File: config.mk
export PLATFORM = sky130hd
export DESIGN_NAME = mrc_slave_end_flat
export DESIGN_NICKNAME = d
export VERILOG_FILES = /design/src/mrc_pkg.sv /design/src/mrc_link_if.sv /design/src/mrc_slave_end.sv /design/src/flat_wrapper.sv
export SDC_FILE = /design/constraint.sdc
export NUM_CORES = 1
export LEC_CHECK = 0
export ABC_AREA = 1
export BUFFER_PORTS_ARGS = -buffer_cell sky130_fd_sc_hd__buf_4
export CAP_MARGIN = 10
export CORE_UTILIZATION = 60
export CTS_CLUSTER_DIAMETER = 100
export DETAILED_ROUTE_END_ITERATION = 8
export PLACE_DENSITY = 0.9
export SETUP_SLACK_MARGIN = 0.1
export SLEW_MARGIN = 20
export SYNTH_ARGS = -nofsm -noshare
export SYNTH_HDL_FRONTEND = slang
export SYNTH_SLANG_ARGS = --single-unit
File: constraint.sdc
create_clock -name core_clk -period 7.1 [get_ports core_clk]
set_clock_uncertainty 0.05 [all_clocks]
set_input_delay 1.42 -clock core_clk [delete_from_list [all_inputs] [get_ports core_clk]]
set_output_delay 1.42 -clock core_clk [all_outputs]
set_load 0.03 [all_outputs]
File: src/mrc_pkg.sv
//----------------------------------------------------------------------
// Shared constants for the RTU frame checker link
//----------------------------------------------------------------------
package mrc_pkg;

    // CRC engine
    localparam logic [15:0] CRC_PRESET   = 16'hffff;
    localparam logic [15:0] CRC_POLY     = 16'ha001;
    localparam logic [15:0] CRC_TEST_VEC = 16'hd140;
    localparam int          CRC_STEPS    = 8;

    // Frame fields
    localparam logic [7:0]  ADDR_BCAST   = 8'h00;
    localparam logic [7:0]  FN_READ      = 8'h03;
    localparam logic [7:0]  FN_LOOP      = 8'h08;
    localparam logic [7:0]  FN_EXC_BIT   = 8'h80;
    localparam logic [7:0]  ERR_FUNC     = 8'h01;
    localparam logic [7:0]  ERR_QTY      = 8'h03;
    localparam logic [15:0] MAX_QTY      = 16'h0010;
    localparam logic [3:0]  REQ_LAST_IDX = 4'h7;
    localparam logic [3:0]  BUF_DEPTH    = 4'h8;
    localparam logic [3:0]  HDR_LAST_IDX = 4'h2;
    localparam logic [3:0]  MST_DATA_END = 4'h5;

    // One CRC byte: fold the byte into the low bits, then eight shift steps
    function automatic logic [15:0] mrc_crc_byte(input logic [15:0] acc,
                                                 input logic [7:0]  dat);
        logic [15:0] c;
        c = acc ^ {8'h00, dat};
        for (int i = 0; i < CRC_STEPS; i++)
        begin
            if (c[0])
                c = (c >> 1) ^ CRC_POLY;
            else
                c = c >> 1;
        end
        return c;
    endfunction : mrc_crc_byte

endpackage : mrc_pkg

File: src/mrc_link_if.sv
`timescale 1ns/1ns
//----------------------------------------------------------------------
// Byte link between bus master and slave
//----------------------------------------------------------------------
interface mrc_link_if;
    logic       mValid;  // Master byte strobe
    logic [7:0] mData;
    logic       mLast;   // Last byte of master frame
    logic       sValid;  // Slave byte strobe
    logic [7:0] sData;
    logic       sLast;   // Last byte of slave frame

    modport master (output mValid, mData, mLast, input sValid, sData, sLast);
    modport slave  (input mValid, mData, mLast, output sValid, sData, sLast);
endinterface : mrc_link_if

File: src/mrc_slave_end.sv
`timescale 1ns/1ns
// Function
// - Execute only when computed CRC matches carried
// - Accumulator preset all ones per frame
// - Address byte folded first into low bits
// - Shift right, xor polynomial on carry
// - Eight shift steps per byte
// - Next byte folded in; remainder is checksum
// - Address 2, function 3 give D140
// - Master checks response CRC identically
// - Read up to sixteen registers, reject more
// - Read request and response field layout
// - Loopback echoes eight-byte frame byte for byte
// - Loopback test code and data echoed
// - Broadcast executed, never answered; here only cmdOk pulses, no read or loopback runs
// - Registers are always two bytes
module mrc_slave_end
    import mrc_pkg::*;
(
    // Clock and reset
    input  wire logic        core_clk,
    input  wire logic        rst,
    // Link to master
    mrc_link_if.slave        link,
    // Own station address
    input  wire logic [7:0]  ownAddr,
    // Register read port, data one cycle after address
    output logic      [15:0] regAddr,
    input  wire logic [15:0] regData,
    // Frame reports
    output logic             cmdOk,
    output logic             crcBad
);

    //------------------------------------------------------------------
    // Types and state
    //------------------------------------------------------------------
    typedef enum logic [7:0] {
        ST_IDLE  = 8'b0000_0001,
        ST_ECHO  = 8'b0000_0010,
        ST_HEAD  = 8'b0000_0100,
        ST_FETCH = 8'b0000_1000,
        ST_HI    = 8'b0001_0000,
        ST_LO    = 8'b0010_0000,
        ST_CRCL  = 8'b0100_0000,
        ST_CRCH  = 8'b1000_0000
    } mrc_slv_st_t;

    mrc_slv_st_t stateQ;
    logic [7:0]  bufQ [0:7];
    logic [3:0]  cntQ;
    logic [15:0] crcQ;
    logic [15:0] crcPrevQ;
    logic [7:0]  prevByteQ;
    logic [3:0]  txIdxQ;
    logic [4:0]  qtyQ;
    logic [4:0]  regIdxQ;
    logic [15:0] regAddrQ;
    logic [7:0]  loByteQ;
    logic        excQ;
    logic [7:0]  excCodeQ;
    logic [15:0] txCrcQ;
    logic        txValidQ;
    logic [7:0]  txDataQ;
    logic        txLastQ;
    logic        cmdOkQ;
    logic        crcBadQ;

    //------------------------------------------------------------------
    // Frame decode at the last received byte
    //------------------------------------------------------------------
    logic        rxTake;
    logic        frameEnd;
    logic        crcMatch;
    logic        forUs;
    logic        isBcast;
    logic        lenOk;
    logic [15:0] qtyReq;
    logic        readOk;

    assign rxTake   = link.mValid && (stateQ == ST_IDLE);
    assign frameEnd = rxTake && link.mLast;
    // Carried check value arrives low byte then high byte
    assign crcMatch = (crcPrevQ == {link.mData, prevByteQ}) && (cntQ >= 4'h3);
    assign isBcast  = (bufQ[0] == ADDR_BCAST);
    assign forUs    = isBcast || (bufQ[0] == ownAddr);
    assign lenOk    = (cntQ == REQ_LAST_IDX);
    assign qtyReq   = {bufQ[4], bufQ[5]};
    assign readOk   = lenOk && (qtyReq != 16'h0000) && (qtyReq <= MAX_QTY);

    //------------------------------------------------------------------
    // Receive buffer and byte count
    //------------------------------------------------------------------
    // Byte count and previous byte, kept for decode and the check
    always_ff @(posedge core_clk)
    begin
        if (rst)
        begin
            cntQ      <= 4'h0;
            prevByteQ <= 8'h00;
        end
        else if (rxTake)
        begin
            prevByteQ <= link.mData;
            if (link.mLast)
                cntQ <= 4'h0;
            else if (cntQ != 4'hf)
                cntQ <= cntQ + 4'h1;
        end
    end

    // Storage array, no reset needed for data
    always_ff @(posedge core_clk)
    begin
        if (rxTake && (cntQ < BUF_DEPTH))
            bufQ[cntQ[2:0]] <= link.mData;
    end

    //------------------------------------------------------------------
    // Receive CRC accumulator
    //------------------------------------------------------------------
    // Preset at reset and after every frame; each byte but the last runs eight steps
    always_ff @(posedge core_clk)
    begin
        if (rst)
        begin
            crcQ     <= CRC_PRESET;
            crcPrevQ <= CRC_PRESET;
        end
        else if (frameEnd)
        begin
            crcQ     <= CRC_PRESET;
            crcPrevQ <= CRC_PRESET;
        end
        else if (rxTake)
        begin
            crcPrevQ <= crcQ;
            crcQ     <= mrc_crc_byte(crcQ, link.mData);
        end
    end

    //------------------------------------------------------------------
    // Response sequencer
    //------------------------------------------------------------------
    // Chooses the response kind and walks its bytes
    always_ff @(posedge core_clk)
    begin
        if (rst)
        begin
            stateQ   <= ST_IDLE;
            txIdxQ   <= 4'h0;
            qtyQ     <= 5'h00;
            regIdxQ  <= 5'h00;
            regAddrQ <= 16'h0000;
            excQ     <= 1'b0;
            excCodeQ <= 8'h00;
            loByteQ  <= 8'h00;
        end
        else
        begin
            case (stateQ)
                ST_IDLE:
                begin
                    txIdxQ  <= 4'h0;
                    regIdxQ <= 5'h00;
                    // Bad CRC, foreign or broadcast frames get no answer
                    if (frameEnd && crcMatch && forUs && !isBcast)
                    begin
                        qtyQ     <= qtyReq[4:0];
                        regAddrQ <= {bufQ[2], bufQ[3]};
                        if ((bufQ[1] == FN_LOOP) && lenOk)
                        begin
                            stateQ <= ST_ECHO;
                        end
                        else
                        begin
                            stateQ   <= ST_HEAD;
                            excQ     <= !((bufQ[1] == FN_READ) && readOk);
                            excCodeQ <= (bufQ[1] == FN_READ) ? ERR_QTY : ERR_FUNC;
                        end
                    end
                end
                ST_ECHO:
                begin
                    txIdxQ <= txIdxQ + 4'h1;
                    if (txIdxQ == REQ_LAST_IDX)
                        stateQ <= ST_IDLE;
                end
                ST_HEAD:
                begin
                    txIdxQ <= txIdxQ + 4'h1;
                    if (txIdxQ == HDR_LAST_IDX)
                        stateQ <= excQ ? ST_CRCL : ST_FETCH;
                end
                ST_FETCH:
                begin
                    stateQ <= ST_HI;
                end
                ST_HI:
                begin
                    loByteQ <= regData[7:0];
                    stateQ  <= ST_LO;
                end
                ST_LO:
                begin
                    if ((regIdxQ + 5'h01) == qtyQ)
                    begin
                        stateQ <= ST_CRCL;
                    end
                    else
                    begin
                        regIdxQ  <= regIdxQ + 5'h01;
                        regAddrQ <= regAddrQ + 16'h0001;
                        stateQ   <= ST_FETCH;
                    end
                end
                ST_CRCL:
                begin
                    stateQ <= ST_CRCH;
                end
                ST_CRCH:
                begin
                    stateQ <= ST_IDLE;
                end
                default:
                begin
                    stateQ <= ST_IDLE;
                end
            endcase
        end
    end

    //------------------------------------------------------------------
    // Transmit byte selection
    //------------------------------------------------------------------
    logic       sendNow;
    logic       sendCrc;
    logic       sendLast;
    logic [7:0] sendByte;

    // Picks the byte of the current state
    always_comb
    begin
        sendNow  = 1'b1;
        sendCrc  = 1'b1;
        sendLast = 1'b0;
        sendByte = 8'h00;
        case (stateQ)
            ST_ECHO:
            begin
                sendByte = bufQ[txIdxQ[2:0]];
                sendLast = (txIdxQ == REQ_LAST_IDX);
            end
            ST_HEAD:
            begin
                if (txIdxQ == 4'h0)
                    sendByte = bufQ[0];
                else if (txIdxQ == 4'h1)
                    sendByte = excQ ? (bufQ[1] | FN_EXC_BIT) : bufQ[1];
                else
                    sendByte = excQ ? excCodeQ : {2'b00, qtyQ, 1'b0};
            end
            ST_HI:
            begin
                sendByte = regData[15:8];
            end
            ST_LO:
            begin
                sendByte = loByteQ;
            end
            ST_CRCL:
            begin
                sendByte = txCrcQ[7:0];
                sendCrc  = 1'b0;
            end
            ST_CRCH:
            begin
                sendByte = txCrcQ[15:8];
                sendCrc  = 1'b0;
                sendLast = 1'b1;
            end
            default:
            begin
                sendNow = 1'b0;
                sendCrc = 1'b0;
            end
        endcase
    end

    // Transmit CRC, preset while idle
    always_ff @(posedge core_clk)
    begin
        if (rst || (stateQ == ST_IDLE))
            txCrcQ <= CRC_PRESET;
        else if (sendCrc)
            txCrcQ <= mrc_crc_byte(txCrcQ, sendByte);
    end

    // Registered link outputs
    always_ff @(posedge core_clk)
    begin
        if (rst)
        begin
            txValidQ <= 1'b0;
            txDataQ  <= 8'h00;
            txLastQ  <= 1'b0;
        end
        else
        begin
            txValidQ <= sendNow;
            txDataQ  <= sendNow ? sendByte : 8'h00;
            txLastQ  <= sendNow && sendLast;
        end
    end

    // Frame report pulses
    always_ff @(posedge core_clk)
    begin
        if (rst)
        begin
            cmdOkQ  <= 1'b0;
            crcBadQ <= 1'b0;
        end
        else
        begin
            cmdOkQ  <= frameEnd && crcMatch && forUs;
            crcBadQ <= frameEnd && !crcMatch;
        end
    end

    assign link.sValid = txValidQ;
    assign link.sData  = txDataQ;
    assign link.sLast  = txLastQ;
    assign regAddr     = regAddrQ;
    assign cmdOk       = cmdOkQ;
    assign crcBad      = crcBadQ;

endmodule : mrc_slave_end

File: src/flat_wrapper.sv
// flat-port wrapper written by rule: the top's interface ports become plain ports
module mrc_slave_end_flat import mrc_pkg::*;
  (core_clk, rst, ownAddr, regAddr, regData, cmdOk, crcBad, link_mValid, link_mData, link_mLast, link_sValid, link_sData, link_sLast);
  mrc_link_if link_i ();
  input  wire logic core_clk;
  input  wire logic rst;
  input  wire logic [7:0] ownAddr;
  output logic      [15:0] regAddr;
  input  wire logic [15:0] regData;
  output logic cmdOk;
  output logic crcBad;
  input wire logic [$bits(link_i.mValid)-1:0] link_mValid;
  input wire logic [$bits(link_i.mData)-1:0] link_mData;
  input wire logic [$bits(link_i.mLast)-1:0] link_mLast;
  output wire logic [$bits(link_i.sValid)-1:0] link_sValid;
  output wire logic [$bits(link_i.sData)-1:0] link_sData;
  output wire logic [$bits(link_i.sLast)-1:0] link_sLast;
  assign link_i.mValid = link_mValid;
  assign link_i.mData = link_mData;
  assign link_i.mLast = link_mLast;
  assign link_sValid = link_i.sValid;
  assign link_sData = link_i.sData;
  assign link_sLast = link_i.sLast;
  mrc_slave_end u_core (.core_clk(core_clk), .rst(rst), .link(link_i), .ownAddr(ownAddr), .regAddr(regAddr), .regData(regData), .cmdOk(cmdOk), .crcBad(crcBad));
endmodule
==> flow_summary.toml, run 1 <==
[worst_hold_path]
hp-start = "u_core.loByteQ[6]"
hold-path-endpoint = "u_core.loByteQ[6]"
hold_path_depth = 2
hp-class = "flop to flop"

[finish]
nNetsFinal = 1279
fin_area_mm2 = 0.0103
antenna_cells = 0
drive_gt1_frac = 0.106
syn_to_final_growth_pct = 13.0

[pwr]
pwr-share-comb = 0.069
p_int_w = 0.00168
p_switching_w = 0.000565
leakage_nw = 4.50
p_clk_frac = 0.427
power.density_mw_per_mm2 = 217
switching_share = 0.252
vdd_drop_max_mv = 0.181
seqPwrFrac = 0.504

[sta]
finalMaxSlewViolations = 0
max_freq_mhz = 243
rsz0062_at_grt = "no"
min_period_ps = 4120
setup_tns_ps = 0
hold_viol_final = 0
fin_crit_sh = 0.580
finalSetupViolCount = 0
tightest_slew_ps = 958
max-slew-margin-rel = 0.359

[flow_run]
drv_cap = 0

[logic_synthesis]
syn-num-nets = 1231
syn_inst = 1186
synth-seq-cells = 183
syn_avg_cell_area_um2 = 7.70
yosys.cell_count.top_type = "nand2_1"
synth_common_cells = "nand2_1 (290), inv_1 (135), nand3_1 (122), dfxtp_1 (119), nor2_1 (99)"
ys_async_sr_fraction = 0
synth_edf_count = 64
synth_top_area_frac = 0.261
synth_area_leader_cell = "dfxtp_1"
synth_ff_type = "dfxtp_1"
yosysWarningCount = 0
netlist_area_mm2 = 0.00913
ys_seq_area_frac = 0.471
yosysUniqueCellTypes = 41
synthTopCellsByArea = "dfxtp_1 (26%), edfxtp_1 (21%), nand2_1 (12%)"

[detailed_routing]
dr.pass1.iters = 9
drtIter0Drc = 1018
antenna_left = 0
vias_per_cell = 5.99
drc_errors = 5
routed_wl_um = 25000
vias = 8572
detail_route.wl_per_cell_um = 17.5

[clock_network]
clockBufferDepth = 2
postCtsHoldBufs = 0
clkTransAtPathRegs_ps = 70
h-tree-depth = 4
cts_resized = 0
postCtsSetupRepairBufs = 0
cts_root_buf = "clkbuf_16"
numCtsBuffers = 17
clkLatencyLatePin_ps = 450
cts_tree = "built"
cts.sinks = 183

[status]
status = "finished with violations"
violations = "DRC"

[placed_design]
io_buffers = 63
place_congestion = 0.984
placed_area_mm2 = 0.00971
hpwl_um = 17500

[floorplan]
fp-row-count = 44
start_util = 0.621
core_area_mm2 = 0.0147
die_h_um = 125
dieWidth_um = 125
pin_count = 64
die-area_mm2 = 0.0157

[critical_path]
cp-start-kind = "input port"
arrival_ps = 4450
crit_required_ps = 7420
cp_max_fo = 23
cp-end-kind = "flop"
slowest_delay_ps = 590
r2r_cells = 15
r2r_start = "u_core.stateQ[6]"
crit_path_top_delay_cell = "nand2_1"
r2r-end = "u_core.regAddr[15]"
crit_type = "input port to flop"
path_cells = "buf_4 > xnor2_1 > ha_1 > nand2_1 > nor3_1 > nand4_1 > nor2_1 > nand3_2 > nor2_4 > inv_2 > nand2_1 > nand2_1 > a21oi_1 > o21ai_1 > a21oi_1"
cp_common_cell = "nand2_1"
r2r_setup_slack_ps = 3110

[global_routing]
grt_max_degree = 46
grt_use_total = 0.321
grt_pass1_wl_um = 39400
grt_overflow = 0
antenna_found_initial = 0
grt_pass1_vias = 7729
## power groups by stage
stage / logic, W / clock network, W / registers, W
3_5_place_dp: 0.000151 / 0 / 0.00115
3_3_place_gp: 0.000146 / 0 / 0.00115
2_1_floorplan: 0.0000986 / 0 / 0.00114
4_1_cts: 0.000153 / 0.000957 / 0.00113
6_report: 0.000155 / 0.000956 / 0.00113
5_1_grt: 0.000170 / 0.000998 / 0.00113
## cell families after synthesis
logic type               count (synthesis)  share of synthesized area
flip-flops                             183                      0.471
buffers and inverters                  188                     0.0789
XOR/XNOR                                45                     0.0432
adder cells (fa/ha/maj)                  9                     0.0123
AND/OR/NAND/NOR                        582                      0.277
AO/OA/AOI/OAI                          179                      0.117
## cell type report
cell class | count | area, um^2
multi-input cells | 815 | 4110
clock buffers | 18 | 439
fillers | 1145 | 4380
flip-flops and latches | 183 | 4300
inverters | 148 | 556
repair buffers | 69 | 518
well taps | 184 | 230
clock inverters | 14 | 161
## worst max-delay path by stage
stage / slack (ps) / from / cells past startpoint / to
after global placement: 2750 / link_mData[2] / 15 / u_core.regAddr[15]
after CTS: 3050 / link_mData[2] / 15 / u_core.regAddr[15]
after global routing: 2700 / link_mData[2] / 15 / u_core.regAddr[15]
final: 2980 / link_mData[2] / 15 / u_core.regAddr[15]
after detailed placement: 2600 / link_mData[2] / 15 / u_core.regAddr[15]
after floorplan: 3800 / link_mData[2] / 14 / u_core.regAddr[13]
## metrics by stage
step | util | setup WS [ps] | hold WS (ps) | cells | total power [W]
final | 0.702 | 2980 | 408 | 1431 | 0.00224
after global routing | 0.702 | 2700 | 428 | 1431 | 0.00230
after CTS | 0.702 | 3050 | 409 | 1431 | 0.00224
after detailed placement | 0.661 | 2600 | 394 | 1399 | 0.00130
after global placement | 0.661 | 2750 | 391 | 1399 | 0.00130
after floorplan | - | 3800 | 375 | 1186 | 0.00124
## sequential cells by signal, indices dropped and copies added, names as in the netlist, 11 cells and up, named ones only
signal           flops
u_core.txCrcQ       16
u_core.crcPrevQ     16
u_core.bufQ         64
u_core.crcQ         11
u_core.regAddr      16
## worst max-delay path: cells and delay by family
family,cells,cell delay [ps]
buffers and inverters,2,220
adder cells (fa/ha/maj),1,210
AO/OA/AOI/OAI,3,540
XOR/XNOR,1,340
AND/OR/NAND/NOR,8,1710
## routing by layer
layer / vias up / global-route usage / part of all wire
met3: 98 / 0.0702 / 0.090
li1: 4050 / - / -
met4: 0 / 0.166 / 0.045
met2: 490 / 0.516 / 0.47
met1: 3934 / 0.409 / 0.40
met5: - / 0 / 0
## cells in the final DEF (no fill, tap or decap), types with 2 or more instances in the layout
master,count
clkinv_4,4
nor3_1,21
o211ai_1,36
nand3_1,122
a21oi_1,54
inv_8,5
o21ai_1,6
xnor2_1,22
xor2_1,23
nor2_2,2
inv_2,10
clkinvlp_4,2
a211oi_1,7
or2_2,5
nor2_4,3
nor4_1,7
nand4_1,26
clkinv_1,3
nand2_2,2
nand2_1,290
a211oi_2,5
o21ai_0,59
o22ai_1,4
nor2_1,98
clkbuf_16,17
a31oi_1,2
dfxtp_1,119
edfxtp_1,64
ha_1,9
inv_1,135
buf_4,69
Note: power is estimated with default switching activity, not from simulation.
==> run 2: changes to the inputs <==
--- a/config.mk
+++ b/config.mk
@@ -5,7 +5,7 @@
 export SDC_FILE = /design/constraint.sdc
 export NUM_CORES = 1
 export LEC_CHECK = 0
-export ABC_AREA = 1
+export ABC_AREA = 0
 export BUFFER_PORTS_ARGS = -buffer_cell sky130_fd_sc_hd__buf_4
 export CAP_MARGIN = 10
 export CORE_UTILIZATION = 60
==> constraint.sdc (replaced) <==
create_clock -name core_clk -period 4 [get_ports core_clk]
set_clock_uncertainty 0.05 [all_clocks]
set_input_delay 0.8 -clock core_clk [delete_from_list [all_inputs] [get_ports core_clk]]
set_output_delay 0.8 -clock core_clk [all_outputs]
set_load 0.03 [all_outputs]
==> run 2 against run 1 <==
The flow now finishes without violations. Sequential power grew 77%. Count of clock-buffer cells in the layout shrank 1. Worst hold slack gained 8.2 ps. Synthesized cell count shrank 24%. Largest cell class unchanged. Highest routed layer unchanged.
==> flow_summary.toml, run 2 <==
[status]
status = "finished, final reports clean"

[global_routing]
grt_pass1_vias = 6718
grt_use_total = 0.311
grt_pass1_wl_um = 34900
use_met3 = 0.0660
grt_max_degree = 62
use_met2 = 0.524
grt.busiest_layer = "met2"
grtUsageMet1 = 0.385
antenna_found_initial = 1
grt_overflow = 0

[logic_synthesis]
synth_common_cells = "nand2_1 (138), dfxtp_1 (119), nor2_1 (81), edfxtp_1 (64), a21oi_1 (56)"
synth_xor_area_frac = 0.0684
synth.area.mux_share = 0.0615
synth_area_leader_cell = "dfxtp_1"
synth_ff_type = "dfxtp_1"
syn-num-nets = 941
ys_seq_area_frac = 0.490
synth_top_family_by_area = "simple AND/OR/NAND/NOR gates"
synth-seq-cells = 183
yosysUniqueCellTypes = 72
syn_inst = 896
post_synth_and_or_nand_nor_area_fraction = 0.208
synth_edf_count = 64
yosys.cell_count.top_type = "nand2_1"
synthTopCellsByArea = "dfxtp_1 (27%), edfxtp_1 (22%), nand2_1 (5.9%)"
synth_top_area_frac = 0.271
synthAdderAreaFrac = 0.0128
ys_async_sr_fraction = 0
synth_compound_area_frac = 0.132
yosysWarningCount = 0
netlist_area_mm2 = 0.00878
syn_avg_cell_area_um2 = 9.80

[pwr]
seqPwrFrac = 0.506
pwr-share-comb = 0.067
p_int_w = 0.00292
vdd_drop_max_mv = 0.368
leakage_nw = 3.72
power.density_mw_per_mm2 = 394
p_switching_w = 0.00103
p_clk_frac = 0.427
switching_share = 0.260

[critical_path]
crit_path_top_delay_cell = "or4_1"
path_buf_inv = 1
crit_type = "flop to flop"
r2r-end = "u_core.regAddr[2]"
slowest_delay_ps = 630
cp-startpoint = "u_core.prevByteQ[0]"
cp_top_family = "simple AND/OR/NAND/NOR gates"
crit_required_ps = 4250
cp-start-kind = "flop"
r2r_cells = 10
cp-end-kind = "flop"
cp_max_fo = 29
arrival_ps = 3820
path_cells = "xor2_1 > nor4_1 > o311ai_0 > or4_1 > or3_1 > nand2_1 > buf_4 > o21ai_0 > a22oi_1 > nor2_1"
r2r_start = "u_core.prevByteQ[0]"
r2r_setup_slack_ps = 430

[worst_hold_path]
hold_path_depth = 2
hp-start = "u_core.loByteQ[6]"
hold-path-endpoint = "u_core.loByteQ[6]"
hp-class = "flop to flop"

[finish]
fin_cells = 1140
largest_reg_flops = 64
nFillCells = 1003
layout_common_cells = "nand2_1 (138), dfxtp_1 (119), nor2_1 (81), buf_4 (80), edfxtp_1 (64)"
multi_input_area_mm2 = 0.00426
regArea_mm2 = 0.00430
drive_gt1_frac = 0.154
syn_to_final_growth_pct = 14.1
layout_commonest_cell = "nand2_1"
nNetsFinal = 991
fin_area_mm2 = 0.0100

[placed_design]
placed_area_mm2 = 0.00941
dp.cells = 1107
place_congestion = 0.966
hpwl_um = 16300
io_buffers = 63
dp_slack_ps = 266

[detailed_routing]
dr.pass1.iters = 8
detail_route.wl_per_cell_um = 20.3
drtIter0Drc = 943
drc_errors = 0
vias = 7252
vias_per_cell = 6.36
routed_wl_um = 23200
antenna_left = 0

[sta]
fin_crit_sh = 0.891
setup_tns_ps = 0
finalSetupViolCount = 0
fin_ws_ps = 435
max_freq_mhz = 280
tightest_slew_ps = 920
hold_slack_ps = 416
hold_viol_final = 0
finalMaxSlewViolations = 0
max-slew-margin-rel = 0.385
min_period_ps = 3570
rsz0062_at_grt = "no"

[clock_network]
cts_root_buf = "clkbuf_16"
clkLatencyLatePin_ps = 450
postCtsSetupRepairBufs = 0
clkTransAtPathRegs_ps = 70
h-tree-depth = 4
cts.sinks = 183
clockBufferDepth = 2
cts_resized = 0
postCtsHoldBufs = 0
cts_tree = "built"
numCtsBuffers = 17

[floorplan]
die_h_um = 123
die-area_mm2 = 0.0151
pin_count = 64
fp-row-count = 43
dieWidth_um = 123
core_area_mm2 = 0.0141
start_util = 0.623

[flow_run]
drv_cap = 0
-- run 2: cell count changes after synthesis, sizes merged, moves of 21 or more --
cell / before / now
nand2: 293 / 138
inv: 145 / 8
nor2: 103 / 82
o211ai: 36 / 13
o21ai: 65 / 28
nand4: 26 / 5
nand3: 123 / 42
mux2i: 0 / 22
-- run 2: worst register-to-register path: stages, from the launching register on --
cell and delay [ps]:
dfxtp_1 330, xor2_1 160, nor4_1 480, o311ai_0 270, or4_1 630, or3_1 580, nand2_1 170, buf_4 290
o21ai_0 200, a22oi_1 210, nor2_1 60
-- run 2: kinds of logic after synthesis --
kind of cell,after synthesis
compound gates,171
simple gates,371
xor+xnor,66
flops,183
buf+inv,57
fa+ha+maj,9
mux,39
-- run 2: through the flow --
stage / utilization / power, W
2_1_floorplan: - / 0.00220
3_3_place_gp: 0.667 / 0.00229
3_5_place_dp: 0.667 / 0.00230
4_1_cts: 0.710 / 0.00395
5_1_grt: 0.711 / 0.00405
6_report: 0.711 / 0.00395
-- run 2: layout make-up --
cell class,instances,area share
sequential,183,0.430
multi-input combinational,656,0.425
timing repair buffer,80,0.0599
clock buffer,17,0.0425
tap,180,0.0225
clock inverter,15,0.0176
inverter,8,0.00300
antenna,1,0.000250
-- run 2: per-layer routing --
layer	part of all wire	vias up
met5	0	-
met4	0.034	0
met3	0.093	75
met2	0.49	419
met1	0.39	3405
li1	-	3353
-- run 2: power by group through the flow --
stage | clock network [W] | logic (W) | registers, W
2_1_floorplan | 0 | 0.000173 | 0.00203
3_3_place_gp | 0 | 0.000250 | 0.00204
3_5_place_dp | 0 | 0.000258 | 0.00204
4_1_cts | 0.00169 | 0.000263 | 0.00200
5_1_grt | 0.00176 | 0.000286 | 0.00200
6_report | 0.00169 | 0.000264 | 0.00200
-- run 2: worst max-delay path by stage --
stage                               endpoint  depth (start not counted)
after floorplan           u_core.regAddr[13]                         10
after global placement    u_core.regAddr[13]                         10
after detailed placement  u_core.regAddr[13]                         10
after CTS                  u_core.txCrcQ[14]                         11
after global routing       u_core.txCrcQ[14]                         11
final                      u_core.regAddr[2]                         10
